## src/pmc_pkg.sv

```systemverilog
// Constants, offsets, field positions and types for the mic port.
// Assumes a 200 MHz system clock and a word-aligned register port.
`default_nettype none
package pmc_pkg;
  // Register offsets
  localparam logic [11:0] A_START       = 12'h000;
  localparam logic [11:0] A_STOP        = 12'h004;
  localparam logic [11:0] A_SUB_START   = 12'h080;
  localparam logic [11:0] A_SUB_STOP    = 12'h084;
  localparam logic [11:0] A_EV_STARTED  = 12'h100;
  localparam logic [11:0] A_EV_STOPPED  = 12'h104;
  localparam logic [11:0] A_EV_END      = 12'h108;
  localparam logic [11:0] A_PUB_STARTED = 12'h180;
  localparam logic [11:0] A_PUB_STOPPED = 12'h184;
  localparam logic [11:0] A_PUB_END     = 12'h188;
  localparam logic [11:0] A_INTERRUPT_MASK       = 12'h300;
  localparam logic [11:0] A_INTERRUPT_MASK_SET    = 12'h304;
  localparam logic [11:0] A_INTERRUPT_MASK_CLEAR    = 12'h308;
  localparam logic [11:0] A_ENABLE      = 12'h500;
  localparam logic [11:0] A_CLKCTRL     = 12'h504;
  localparam logic [11:0] A_MODE        = 12'h508;
  localparam logic [11:0] A_GAIN_L      = 12'h518;
  localparam logic [11:0] A_GAIN_R      = 12'h51C;
  localparam logic [11:0] A_RATIO       = 12'h520;
  localparam logic [11:0] A_PSEL_CLK    = 12'h540;
  localparam logic [11:0] A_PSEL_DIN    = 12'h544;
  localparam logic [11:0] A_PTR         = 12'h560;
  localparam logic [11:0] A_MAXCNT      = 12'h564;
  // Field positions
  localparam int CFG_EN_BIT  = 31;  // Subscribe/publish enable
  localparam int CONNECT_BIT = 31;  // Pin select disconnect
  localparam int OP_MONO_BIT = 0;   // Channel routing: mono
  localparam int EDGE_BIT    = 1;   // Channel routing: edge swap
  localparam int EV_STARTED  = 0;   // Event and mask bit order
  localparam int EV_STOPPED  = 1;
  localparam int EV_END      = 2;
  // Reset values
  localparam logic [31:0] CLKCTRL_RST = 32'h0840_0000;
  localparam logic [6:0]  GAIN_RST    = 7'h28;
  localparam logic [31:0] PSEL_RST    = 32'hFFFF_FFFF;
  // Bit clock periods per sample
  localparam logic [6:0]  RATIO_64    = 7'h40;
  localparam logic [6:0]  RATIO_80    = 7'h50;
  // Timing: system clock and bit clock rates
  localparam int SYS_KHZ     = 200000;
  localparam int MIC_KHZ_DEF = 1032;
  localparam logic [7:0] HALF_DEF = 8'((SYS_KHZ / MIC_KHZ_DEF) / 2);
  // Sequencer states
  typedef enum logic [1:0] {
    PMC_IDLE  = 2'b00,
    PMC_RUN   = 2'b01,
    PMC_DRAIN = 2'b10,
    PMC_ACK   = 2'b11
  } pmc_fsm_t;
endpackage
`default_nettype wire

```

## src/pmc_mic_link.sv

```systemverilog
// Bit clock generator and data pin sampler for the mic port.
// Assumes the data pin is asynchronous to clk_sys.
`timescale 1ns/1ps
`default_nettype none
module pmc_mic_link (
  input  wire logic       clk_sys,
  input  wire logic       rst_n,
  input  wire logic       run,        // Clock toggles while high
  input  wire logic [7:0] half_div,   // System cycles per half period
  input  wire logic       din_pin,    // Shared microphone data
  output logic            mic_clk,    // Bit clock level
  output logic            fall_bit,   // Bit taken at falling edge
  output logic            rise_bit,   // Bit taken at rising edge
  output logic            bit_done    // Pulse: one clock period over
);
  // All state of the link
  typedef struct packed {
    logic [7:0] cnt;
    logic       clk;
    logic       s1;
    logic       s2;
    logic       s3;
    logic       din;
    logic       fbit;
    logic       rbit;
    logic       done;
  } pmc_link_t;

  pmc_link_t r_reg;
  pmc_link_t r_next;

  // Divider, three-stage sync and edge sampling
  always_comb begin
    r_next      = r_reg;
    r_next.done = 1'b0;
    r_next.s1   = din_pin;
    r_next.s2   = r_reg.s1;
    r_next.s3   = r_reg.s2;
    // Accept a change only once two late stages agree
    if (r_reg.s2 == r_reg.s3) begin
      r_next.din = r_reg.s3;
    end
    if (!run) begin
      // Idle: clock parked low
      r_next.cnt = 8'h00;
      r_next.clk = 1'b0;
    end else if (r_reg.cnt >= half_div - 8'h01) begin
      r_next.cnt = 8'h00;
      r_next.clk = ~r_reg.clk;
      if (r_reg.clk) begin
        // Falling edge now, period closes with both bits fresh
        r_next.fbit = r_reg.din;
        r_next.done = 1'b1;
      end else begin
        // Rising edge now, first half of the period
        r_next.rbit = r_reg.din;
      end
    end else begin
      r_next.cnt = r_reg.cnt + 8'h01;
    end
    if (!rst_n) begin
      r_next = '0;
    end
  end

  // State register
  always_ff @(posedge clk_sys) begin
    r_reg <= r_next;
  end

  assign mic_clk  = r_reg.clk;
  assign fall_bit = r_reg.fbit;
  assign rise_bit = r_reg.rbit;
  assign bit_done = r_reg.done;
endmodule // pmc_mic_link
`default_nettype wire

```

## src/pmc_top.sv

```systemverilog
// Register bank, capture sequencer and sample writer of the mic port.
// Assumes a one-cycle register port and a RAM writer that never stalls.
`timescale 1ns/1ps
`default_nettype none
// How it works
// Mono mic: only its wired channel valid
// Disconnected pin select routes no signal
// Pin selects apply only while enabled
// Pin selects lost when system powers off
// Software presets clock low, data input
// Each pin serves one peripheral only
// Start write begins capture and writing
// Stop write requests capture end
// Subscribed channel event triggers task
// Events published onto selected channel
// Started flag set on start, writable
// Stopped flag set when all finished
// End flag on full buffer or stop
// Mask holds started, stopped, end bits
// Mask set: ones enable, zeros ignored
// Clock control resets to default rate
// Ratio picks clock periods per sample
// Pointer and count define RAM buffer
// Routing selects mono and edge choice
// Left on falling edge unless swapped
// Stop waits for current frame write
// Pointer double-buffered, swap without gap
// Word packs right high, left low
// Mask clear: ones disable, zeros ignored
// Flag write clears; masked flags interrupt
module pmc_top (
  input  wire logic        clk_sys,
  input  wire logic        rst_n,
  input  wire logic [11:0] reg_addr,
  input  wire logic [31:0] reg_wdata,
  input  wire logic        reg_we,
  input  wire logic        reg_re,
  output logic      [31:0] reg_rdata,
  input  wire logic [15:0] chan_in,     // Interconnect channel pulses
  output logic      [15:0] chan_out,    // Published event pulses
  output logic             irq,
  input  wire logic        din_pin,     // Microphone data pin
  output logic             mic_bit_clock,
  output logic             mic_clk_oe,
  output logic             clk_route,   // Clock signal on its pin
  output logic       [4:0] clk_pin,
  output logic             din_route,   // Data signal from its pin
  output logic       [4:0] din_pin_num,
  output logic      [31:0] dma_addr,
  output logic      [31:0] dma_wdata,
  output logic             dma_we
);
  // All state of the block
  typedef struct packed {
    pmc_pkg::pmc_fsm_t fsm;
    logic [4:0][4:0] cfg;      // {en,index}: sub x2, pub x3
    logic [2:0]  ev;
    logic [2:0]  interrupt_mask;
    logic        enable;
    logic [31:0] clkctrl;
    logic [1:0]  mode;
    logic [6:0]  gain_l;
    logic [6:0]  gain_r;
    logic        ratio;
    logic [31:0] psel_clk;
    logic [31:0] psel_din;
    logic [31:0] ptr_sh;       // Software-written pointer
    logic [31:0] ptr_act;      // Pointer in use
    logic [15:0] maxcnt;
    logic [15:0] wcnt;         // Samples written this buffer
    logic [6:0]  per;
    logic [6:0]  ones_l;
    logic [6:0]  ones_r;
    logic [15:0] half;         // Earlier mono sample
    logic        half_v;
    logic [31:0] rdata;
    logic [31:0] daddr;
    logic [31:0] dwdata;
    logic        dwe;
    logic        irq;
    logic [15:0] chan_out;
    logic        croute;
    logic        droute;
  } pmc_state_t;

  pmc_state_t r_reg;
  pmc_state_t r_next;

  logic       mic_clk;
  logic       fall_bit;
  logic       rise_bit;
  logic       bit_done;
  logic       start_t;
  logic       stop_t;
  logic [2:0] ev_p;        // Event pulses this cycle
  logic [2:0] ev_clr;      // Flags written by software
  logic [7:0] half_div;

  // Bit clock half period from the rate field
  always_comb begin
    case (r_reg.clkctrl[31:20])
      12'h080: half_div = 8'd100;
      12'h088: half_div = 8'd94;
      12'h098: half_div = 8'd81;
      12'h0A0: half_div = 8'd78;
      12'h0A8: half_div = 8'd75;
      default: half_div = pmc_pkg::HALF_DEF;
    endcase
  end

  // Bit clock and data sampling
  pmc_mic_link u_link (
    .clk_sys  (clk_sys),
    .rst_n    (rst_n),
    .run      (r_reg.fsm != pmc_pkg::PMC_IDLE),
    .half_div (half_div),
    .din_pin  (din_pin),
    .mic_clk  (mic_clk),
    .fall_bit (fall_bit),
    .rise_bit (rise_bit),
    .bit_done (bit_done)
  );

  // Whole next-state function
  always_comb begin
    logic        lb;
    logic        rb;
    logic [6:0]  nper;
    logic [6:0]  nl;
    logic [6:0]  nr;
    logic [7:0]  dl;
    logic [7:0]  dr;
    logic        wr;
    logic [31:0] word;
    lb   = 1'b0;
    rb   = 1'b0;
    nper = 7'h00;
    nl   = 7'h00;
    nr   = 7'h00;
    dl   = 8'h00;
    dr   = 8'h00;
    wr   = 1'b0;
    word = 32'h0000_0000;
    r_next          = r_reg;
    r_next.dwe      = 1'b0;
    r_next.chan_out = 16'h0000;
    ev_p            = 3'b000;
    ev_clr          = 3'b000;
    // start by write or subscription
    start_t = (reg_we && reg_addr == pmc_pkg::A_START && reg_wdata[0])
           || (r_reg.cfg[0][4] && chan_in[r_reg.cfg[0][3:0]]);
    // stop by write or subscription
    stop_t  = (reg_we && reg_addr == pmc_pkg::A_STOP && reg_wdata[0])
           || (r_reg.cfg[1][4] && chan_in[r_reg.cfg[1][3:0]]);
    // Register writes
    if (reg_we) begin
      case (reg_addr)
        pmc_pkg::A_SUB_START:   r_next.cfg[0] = {reg_wdata[31], reg_wdata[3:0]};
        pmc_pkg::A_SUB_STOP:    r_next.cfg[1] = {reg_wdata[31], reg_wdata[3:0]};
        pmc_pkg::A_PUB_STARTED: r_next.cfg[2] = {reg_wdata[31], reg_wdata[3:0]};
        pmc_pkg::A_PUB_STOPPED: r_next.cfg[3] = {reg_wdata[31], reg_wdata[3:0]};
        pmc_pkg::A_PUB_END:     r_next.cfg[4] = {reg_wdata[31], reg_wdata[3:0]};
        // any write clears a flag
        pmc_pkg::A_EV_STARTED:  ev_clr[pmc_pkg::EV_STARTED] = 1'b1;
        pmc_pkg::A_EV_STOPPED:  ev_clr[pmc_pkg::EV_STOPPED] = 1'b1;
        pmc_pkg::A_EV_END:      ev_clr[pmc_pkg::EV_END] = 1'b1;
        // direct mask
        pmc_pkg::A_INTERRUPT_MASK:       r_next.interrupt_mask = reg_wdata[2:0];
        // set ones only
        pmc_pkg::A_INTERRUPT_MASK_SET:    r_next.interrupt_mask = r_reg.interrupt_mask | reg_wdata[2:0];
        // clear ones only
        pmc_pkg::A_INTERRUPT_MASK_CLEAR:    r_next.interrupt_mask = r_reg.interrupt_mask & ~reg_wdata[2:0];
        pmc_pkg::A_ENABLE:      r_next.enable = reg_wdata[0];
        pmc_pkg::A_CLKCTRL:     r_next.clkctrl = reg_wdata;
        // mono and edge fields
        pmc_pkg::A_MODE:        r_next.mode = reg_wdata[1:0];
        pmc_pkg::A_GAIN_L:      r_next.gain_l = reg_wdata[6:0];
        pmc_pkg::A_GAIN_R:      r_next.gain_r = reg_wdata[6:0];
        pmc_pkg::A_RATIO:       r_next.ratio = reg_wdata[0];
        pmc_pkg::A_PSEL_CLK:    r_next.psel_clk = reg_wdata;
        pmc_pkg::A_PSEL_DIN:    r_next.psel_din = reg_wdata;
        pmc_pkg::A_PTR:         r_next.ptr_sh = reg_wdata;
        pmc_pkg::A_MAXCNT:      r_next.maxcnt = reg_wdata[15:0];
        default: ;
      endcase
    end
    // Read data, zero for unmapped or write-only
    r_next.rdata = 32'h0000_0000;
    if (reg_re) begin
      case (reg_addr)
        pmc_pkg::A_SUB_START:   r_next.rdata = {r_reg.cfg[0][4], 27'h0, r_reg.cfg[0][3:0]};
        pmc_pkg::A_SUB_STOP:    r_next.rdata = {r_reg.cfg[1][4], 27'h0, r_reg.cfg[1][3:0]};
        pmc_pkg::A_PUB_STARTED: r_next.rdata = {r_reg.cfg[2][4], 27'h0, r_reg.cfg[2][3:0]};
        pmc_pkg::A_PUB_STOPPED: r_next.rdata = {r_reg.cfg[3][4], 27'h0, r_reg.cfg[3][3:0]};
        pmc_pkg::A_PUB_END:     r_next.rdata = {r_reg.cfg[4][4], 27'h0, r_reg.cfg[4][3:0]};
        pmc_pkg::A_EV_STARTED:  r_next.rdata = {31'h0, r_reg.ev[0]};
        pmc_pkg::A_EV_STOPPED:  r_next.rdata = {31'h0, r_reg.ev[1]};
        pmc_pkg::A_EV_END:      r_next.rdata = {31'h0, r_reg.ev[2]};
        pmc_pkg::A_INTERRUPT_MASK, pmc_pkg::A_INTERRUPT_MASK_SET, pmc_pkg::A_INTERRUPT_MASK_CLEAR:
          r_next.rdata = {29'h0, r_reg.interrupt_mask};
        pmc_pkg::A_ENABLE:      r_next.rdata = {31'h0, r_reg.enable};
        pmc_pkg::A_CLKCTRL:     r_next.rdata = r_reg.clkctrl;
        pmc_pkg::A_MODE:        r_next.rdata = {30'h0, r_reg.mode};
        pmc_pkg::A_GAIN_L:      r_next.rdata = {25'h0, r_reg.gain_l};
        pmc_pkg::A_GAIN_R:      r_next.rdata = {25'h0, r_reg.gain_r};
        pmc_pkg::A_RATIO:       r_next.rdata = {31'h0, r_reg.ratio};
        pmc_pkg::A_PSEL_CLK:    r_next.rdata = r_reg.psel_clk;
        pmc_pkg::A_PSEL_DIN:    r_next.rdata = r_reg.psel_din;
        pmc_pkg::A_PTR:         r_next.rdata = r_reg.ptr_sh;
        pmc_pkg::A_MAXCNT:      r_next.rdata = {16'h0, r_reg.maxcnt};
        default:                r_next.rdata = 32'h0000_0000;
      endcase
    end
    // edge to channel, swap on edge field
    lb = r_reg.mode[pmc_pkg::EDGE_BIT] ? rise_bit : fall_bit;
    rb = r_reg.mode[pmc_pkg::EDGE_BIT] ? fall_bit : rise_bit;
    // Sequencer
    case (r_reg.fsm)
      pmc_pkg::PMC_IDLE: begin
        if (start_t && r_reg.enable) begin
          // start capture
          r_next.fsm     = pmc_pkg::PMC_RUN;
          r_next.ptr_act = r_reg.ptr_sh;
          r_next.wcnt    = 16'h0000;
          r_next.per     = 7'h00;
          r_next.ones_l  = 7'h00;
          r_next.ones_r  = 7'h00;
          r_next.half_v  = 1'b0;
          ev_p[pmc_pkg::EV_STARTED] = 1'b1;
        end else if (stop_t) begin
          ev_p[pmc_pkg::EV_STOPPED] = 1'b1;
        end
      end
      pmc_pkg::PMC_RUN, pmc_pkg::PMC_DRAIN: begin
        // stop waits for the frame
        if (stop_t) begin
          r_next.fsm = pmc_pkg::PMC_DRAIN;
        end
        if (bit_done) begin
          // periods per sample from ratio
          nl   = r_reg.ones_l + {6'h00, lb};
          nr   = r_reg.ones_r + {6'h00, rb};
          nper = r_reg.per + 7'h01;
          r_next.per    = nper;
          r_next.ones_l = nl;
          r_next.ones_r = nr;
          if (nper == (r_reg.ratio ? pmc_pkg::RATIO_80
                                   : pmc_pkg::RATIO_64)) begin
            // Density to signed PCM
            dl = {nl, 1'b0} - {1'b0, nper};
            dr = {nr, 1'b0} - {1'b0, nper};
            r_next.per    = 7'h00;
            r_next.ones_l = 7'h00;
            r_next.ones_r = 7'h00;
            if (!r_reg.mode[pmc_pkg::OP_MONO_BIT]) begin
              // right high, left low
              word = {dr, 8'h00, dl, 8'h00};
              wr   = 1'b1;
            end else if (!r_reg.half_v) begin
              r_next.half   = {dl, 8'h00};
              r_next.half_v = 1'b1;
            end else begin
              // earlier mono sample low
              word = {dl, 8'h00, r_reg.half};
              wr   = 1'b1;
              r_next.half_v = 1'b0;
            end
          end
        end
        if (wr) begin
          // word address from pointer and count
          r_next.dwe    = 1'b1;
          r_next.dwdata = word;
          r_next.daddr  = r_reg.ptr_act + {15'h0000, r_reg.wcnt, 1'b0};
          r_next.wcnt   = r_reg.wcnt + 16'h0002;
          if (r_reg.fsm == pmc_pkg::PMC_DRAIN || stop_t) begin
            // last sample after stop
            ev_p[pmc_pkg::EV_END] = 1'b1;
            r_next.fsm = pmc_pkg::PMC_ACK;
          end else if (r_reg.wcnt + 16'h0002 >= r_reg.maxcnt) begin
            // full buffer, swap pointer, restart
            ev_p[pmc_pkg::EV_END]     = 1'b1;
            ev_p[pmc_pkg::EV_STARTED] = 1'b1;
            r_next.ptr_act = r_reg.ptr_sh;
            r_next.wcnt    = 16'h0000;
          end
        end
        if (!r_reg.enable) begin
          r_next.fsm = pmc_pkg::PMC_IDLE;
        end
      end
      pmc_pkg::PMC_ACK: begin
        // all writes done
        ev_p[pmc_pkg::EV_STOPPED] = 1'b1;
        r_next.fsm = pmc_pkg::PMC_IDLE;
      end
      default: r_next.fsm = pmc_pkg::PMC_IDLE;
    endcase
    // set wins over clear
    r_next.ev = (r_reg.ev & ~ev_clr) | ev_p;
    // publish each event
    for (int k = 0; k < 3; k++) begin
      if (ev_p[k] && r_reg.cfg[2 + k][4]) begin
        r_next.chan_out[r_reg.cfg[2 + k][3:0]] = 1'b1;
      end
    end
    // masked flags raise interrupt
    r_next.irq    = |(r_next.ev & r_next.interrupt_mask);
    // route only enabled and connected
    r_next.croute = r_next.enable && !r_next.psel_clk[pmc_pkg::CONNECT_BIT];
    r_next.droute = r_next.enable && !r_next.psel_din[pmc_pkg::CONNECT_BIT];
    if (!rst_n) begin
      // everything back to defaults
      r_next          = '0;
      r_next.fsm      = pmc_pkg::PMC_IDLE;
      r_next.clkctrl  = pmc_pkg::CLKCTRL_RST;
      r_next.gain_l   = pmc_pkg::GAIN_RST;
      r_next.gain_r   = pmc_pkg::GAIN_RST;
      r_next.psel_clk = pmc_pkg::PSEL_RST;
      r_next.psel_din = pmc_pkg::PSEL_RST;
    end
  end

  // State register
  always_ff @(posedge clk_sys) begin
    r_reg <= r_next;
  end

  assign reg_rdata     = r_reg.rdata;
  assign chan_out      = r_reg.chan_out;
  assign irq           = r_reg.irq;
  assign mic_bit_clock = mic_clk;
  assign mic_clk_oe    = r_reg.croute;
  assign clk_route     = r_reg.croute;
  assign clk_pin       = r_reg.psel_clk[4:0];
  assign din_route     = r_reg.droute;
  assign din_pin_num   = r_reg.psel_din[4:0];
  assign dma_addr      = r_reg.daddr;
  assign dma_wdata     = r_reg.dwdata;
  assign dma_we        = r_reg.dwe;

  // Bit period that may close a sample this cycle
  logic wr_any;
  assign wr_any = bit_done && r_reg.per != 7'h00;
endmodule // pmc_top
`default_nettype wire

```

## config.mk

```make
export PLATFORM = sky130hd
export DESIGN_NAME = pmc_top
export DESIGN_NICKNAME = d
export VERILOG_FILES = /design/src/pmc_pkg.sv /design/src/pmc_mic_link.sv /design/src/pmc_top.sv
export SDC_FILE = /design/constraint.sdc
export NUM_CORES = 1
export LEC_CHECK = 0
export CELL_PAD_IN_SITES_DETAIL_PLACEMENT = 0
export CELL_PAD_IN_SITES_GLOBAL_PLACEMENT = 1
export CORE_MARGIN = 5
export CORE_UTILIZATION = 48
export DETAILED_ROUTE_END_ITERATION = 6
export DONT_BUFFER_PORTS = 1
export MAX_ROUTING_LAYER = met4
export PLACE_DENSITY = 0.85
export RECOVER_POWER = 25
export SKIP_CTS_REPAIR_TIMING = 1
export SYNTH_ARGS = -nofsm -noshare
export SYNTH_HDL_FRONTEND = slang
export SYNTH_SLANG_ARGS = --single-unit
```

## constraint.sdc

```tcl
create_clock -name clk_sys -period 5.5 [get_ports clk_sys]
set_input_delay 0.55 -clock clk_sys [delete_from_list [all_inputs] [get_ports clk_sys]]
set_output_delay 0.55 -clock clk_sys [all_outputs]
set_load 0.02 [all_outputs]
```

# Yosys cells after proc, flatten, opt, wreduce, memory -nomap -nowiden
# Index checks and enable logic that the tools add are counted.
word_totals:
  output_inout_bits: 128
  input_bits: 65
  ff_bits: 405
op_classes:
  n_lt_le_gt_ge: 10
  n_mux: 78
  add_sub_neg: 9
  eq_ne: 39
  reduce_logical: 54
  bitwise: 13
ops:
  columns: ["op", "n"]
  rows:
  - ["$pmux W32 S19", 1]
  - ["$mux W32", 12]
  - ["$mux W149", 1]
  - ["$eq A12 B11 Y1 const B", 10]
  - ["$mux W16", 7]
  - ["$eq A12 B8 Y1 const B", 7]
  - ["$mux W38", 2]
  - ["$pmux W37 S2", 1]
  - ["$eq A12 B9 Y1 const B", 6]
  - ["$pmux W32 S2", 1]
  - ["$mux W37", 1]
  - ["$eq A12 B10 Y1 const B", 3]
  - ["$reduce_and A2 Y1", 18]
  - ["$add A32 B17 Y32", 1]
  - ["$or A16 B16 Y16", 2]
  - ["$mux W1", 30]
  - ["$pmux W6 S5", 1]
  - ["$lt A4 B5 Y1 const B", 5]
  - ["$mux W17", 1]
  - ["$add A16 B2 Y16 const B", 1]
  - ["$ge A16 B16 Y1", 1]
  - ["$sub A8 B7 Y8", 2]
  - ["$logic_and A1 B1 Y1", 15]
  - ["$reduce_and A3 Y1", 5]
  - ["34 further kinds", 69]

# Depth between registers and ports, before layout
logic_depth:
  ltp_word: 14
  depth_mapped: 17

# By module
# From an unflattened synthesis, not the netlist that was laid out.
hier_totals:
  cells_unflattened: 2380
  hier_area_um2: 19262.2
modules_own_cells:
  columns: ["mod", "instances", "area_each_um2", "seq_area_each_um2", "cells_each"]
  rows:
  - ["pmc_top", 1, 18403.9, 7447.1, 2285]
  - ["pmc_mic_link", 1, 858.3, 320.3, 95]

# Least setup slack after synthesis
# Ideal clock, no wire load.
synth_timing:
  kind: "register to register"
  from: "register r_reg[155] in the netlist's numbering"
  to: "register r_reg[195] in the netlist's numbering"
  period_less_slack_ps: 3952
  path_slack_ps: 1548
  n_path_buf: 1
  arrival_ps: 3878
  required_time_ps: 5426
  stages_incl_launch_ff: 17
  path_cell_list: "dfxtp_1 ha_1 nand2_1 nor4_1 and3_1 and3_1 nand3_1 xnor2_1 ha_1 and4_1 a221oi_1 o31a_1 nor3_1 o21ai_1 clkbuf_1 nand3_1 o21ai_0"
synth_via:
  elab_chain_cells: 4
synth_rtl:
  columns: ["item", "line", "source"]
  rows:
  - ["start: declaration", "pmc_top.sv:86", "pmc_state_t r_reg;"]
  - ["start signal: assignment", "pmc_top.sv:326", "r_reg <= r_next;"]
  - ["$add A16 B2 Y16", "pmc_top.sv:280", "end else if (r_reg.wcnt + 16'h0002 >= r_reg.maxcnt) begin"]
  - ["$ge A16 B16 Y1", "pmc_top.sv:280", null]
  - ["$ne A2 B2 Y1 (no line)", null, null]
  - ["$reduce_and A5 Y1 (no line)", null, null]
# No other way between the ends.
# A chain may end at the register's enable or synchronous reset.

==> results.cfg <==
[timing]
finalClockSkew_ps = 20.8
hold_viol = 0
post-route-min-period_ps = 5040
max_freq_mhz = 199
rsz0062_at_grt = false
totalNegativeSetupSlack_ps = 0
setup_violations = 0
fin_crit_sh_pct = 91.6
finalMaxSlewViolations = 84
maxSlewHeadroom_pct = -109
tightest_slew_ps = 3110

[clock_tree]
cts_tree = done
cts_buffers = 43
cts.clk_slew.worst_paths_ps = 60
cts.root.buffer_cell = clkbuf_16
htree_levels = 2
clock_sinks = 388
clock_latency_ps = 580
clk_path_buf_depth = 3

[synth]
async_flop_share_pct = 0
syn_avg_cell_area_um2 = 7.99
synth_edf_count = 0
syn-cell-area_mm2 = 0.0189
ys_seq_elements = 388
yosys.area.top_type = dfxtp_1
synthTopCellsByArea = dfxtp_1, nand2_1, a21oi_1, buf_4, nand3_1
synth_cells = 2369
synth_top_cell_area_share_pct = 41.0
synth_ff_type = dfxtp_1
synth_warnings = 0
ys_seq_area_share_pct = 41.0
ys_types = 78

[worst_setup_path]
critical_path_class = primary input to register
reg2reg_slack_ps = 820
reg2reg_depth = 15
start_kind = primary input
required_ps = 5990
end_kind = register
r2r_start = r_reg[155]$_SDFFE_PN0P_
arrival_ps = 5520
crit_path_max_fanout = 179
r2r-end = r_reg[205]$_SDFFE_PN0P_

[cells_and_area]
final_cell_mix = nand2_1, dfxtp_1, a21oi_1
layout-drive-gt1-share_pct = 6.31
regArea_mm2 = 0.00777
syn2layout_area_growth_pct = 4.75
fin_util_pct = 51.1
fin_nets = 2313
multiInputGateArea_mm2 = 0.00966
layout_commonest_cell = nand2_1
fillers = 3671
largest_reg_flops = 262

[power]
ir_drop_uv = 234
power_mw = 5.82
power.density_mw_per_mm2 = 293
leakage_nw = 7.31

[detailed_routing]
firstDrtPassIters = 6
ant_nets = 0
vias = 16100
wire_per_inst_um = 20.5
drcViolationCount = 0
wirelength_um = 56200
dr.first_iter.drc_count = 1744
vias_per_cell = 5.87

[outcome]
violations = max-capacitance violations, max-slew violations
status = finished with violations

[grt]
grt_pass1_vias = 14900
antenna_found_initial = 2
grt_use_total_pct = 25.3
grt.overflow.total = 0
grt_pass1_wl_um = 87100
grt_max_degree = 180

[hold_path]
hold_depth = 2
hold_start = reg_wdata[9]
whs_endpoint = r_reg[259]$_SDFFE_PN1P_
worst_hold_path_type = primary input to register

[die]
dieWidth_um = 209
initial_core_util_pct = 48.8
fp-row-count = 72
ios = 193
dieArea_mm2 = 0.0435
core_region_area_mm2 = 0.0388
die_h_um = 209

[place]
place.gp.congestion = 0.927
dp_hpwl_um = 37800
io_buffers = 0

[flow_run]
max-cap-violations = 1
==> critical path, stage by stage <==
cell and delay, ps:
clkinvlp_2 2370, a21oi_1 2110, o21ai_0 230, o31ai_1 110
==> cell type report <==
cell class                 instances  share of cell area (%)
multi-input combinational       1691                    48.7
clock buffer                      58                    6.06
tap                              518                    3.27
sequential                       388                    39.2
antenna                            1                  0.0126
timing repair buffer              24                   0.896
clock inverter                    19                    1.11
inverter                          40                   0.763
==> per-layer routing <==
layer  GRT usage (%)  routed length (µm)  up-vias
met5               -                   0        -
met4            6.19                1060        0
met3            6.15                5100       81
met2            37.4               24500      624
met1            35.2               25500     7624
li1                -                   -     7756
==> cell families after synthesis <==
| family | Yosys count | share of synthesized area, % |
|---|---|---|
| xor+xnor | 67 | 3.10 |
| compound gates | 540 | 17.6 |
| other cells | 1 | 0.0198 |
| mux | 44 | 2.74 |
| flops | 388 | 41.0 |
| fa+ha+maj | 60 | 3.97 |
| simple gates | 963 | 22.9 |
| buf+inv | 306 | 8.59 |
==> power breakdown <==
part	leakage [nW]	total (mW)	switching, mW	internal (mW)
combinational	3.50	0.104	0.0794	0.0251
sequential	3.13	2.81	0.00151	2.81
clock	0.691	2.90	1.21	1.69
==> through the flow <==
step	std cells	setup slack, ps	area (µm²)	hold slack [ps]
detailed placement	2661	889	18400	430
global placement	2661	1000	18400	418
CTS	2738	845	19800	59.5
floorplan	2385	1550	19000	412
global route	2739	263	19800	72.7
finish	2739	465	19800	87.9
==> synthesized netlist by cell type (9+ instances only) <==
| cell type | number |
|---|---|
| a22oi_1 | 60 |
| nand2_1 | 489 |
| xor2_1 | 37 |
| nand4_1 | 12 |
| and2_1 | 12 |
| a221o_1 | 9 |
| mux2i_1 | 36 |
| ha_1 | 60 |
| a221oi_1 | 11 |
| dfxtp_1 | 388 |
| nand2b_1 | 11 |
| a21oi_1 | 226 |
| nor2b_1 | 17 |
| clkbuf_1 | 124 |
| buf_2 | 12 |
| a21o_1 | 10 |
| buf_4 | 123 |
| nand3_1 | 162 |
| o21ai_0 | 115 |
| nor2_1 | 138 |
| and3_1 | 26 |
| nor3_1 | 32 |
| nand3b_1 | 9 |
| xnor2_1 | 30 |
| a211oi_1 | 9 |
| o21bai_1 | 9 |
| a222oi_1 | 11 |
| inv_1 | 39 |
==> worst max path at each step <==
stage,from,endpoint,slack [ps],cells past startpoint
final,rst_n,r_reg[161]$_SDFFE_PN0P_,460,4
after floorplan,r_reg[155]$_SDFFE_PN0P_,r_reg[195]$_SDFFE_PN0P_,1550,16
after global placement,r_reg[155]$_SDFFE_PN0P_,r_reg[203]$_SDFFE_PN0P_,1000,15
after detailed placement,r_reg[155]$_SDFFE_PN0P_,r_reg[206]$_SDFFE_PN0P_,890,15
after global routing,rst_n,r_reg[164]$_SDFFE_PN0P_,260,4
after CTS,r_reg[155]$_SDFFE_PN0P_,r_reg[206]$_SDFFE_PN0P_,840,15
Note: power is estimated with default switching activity, not from simulation.
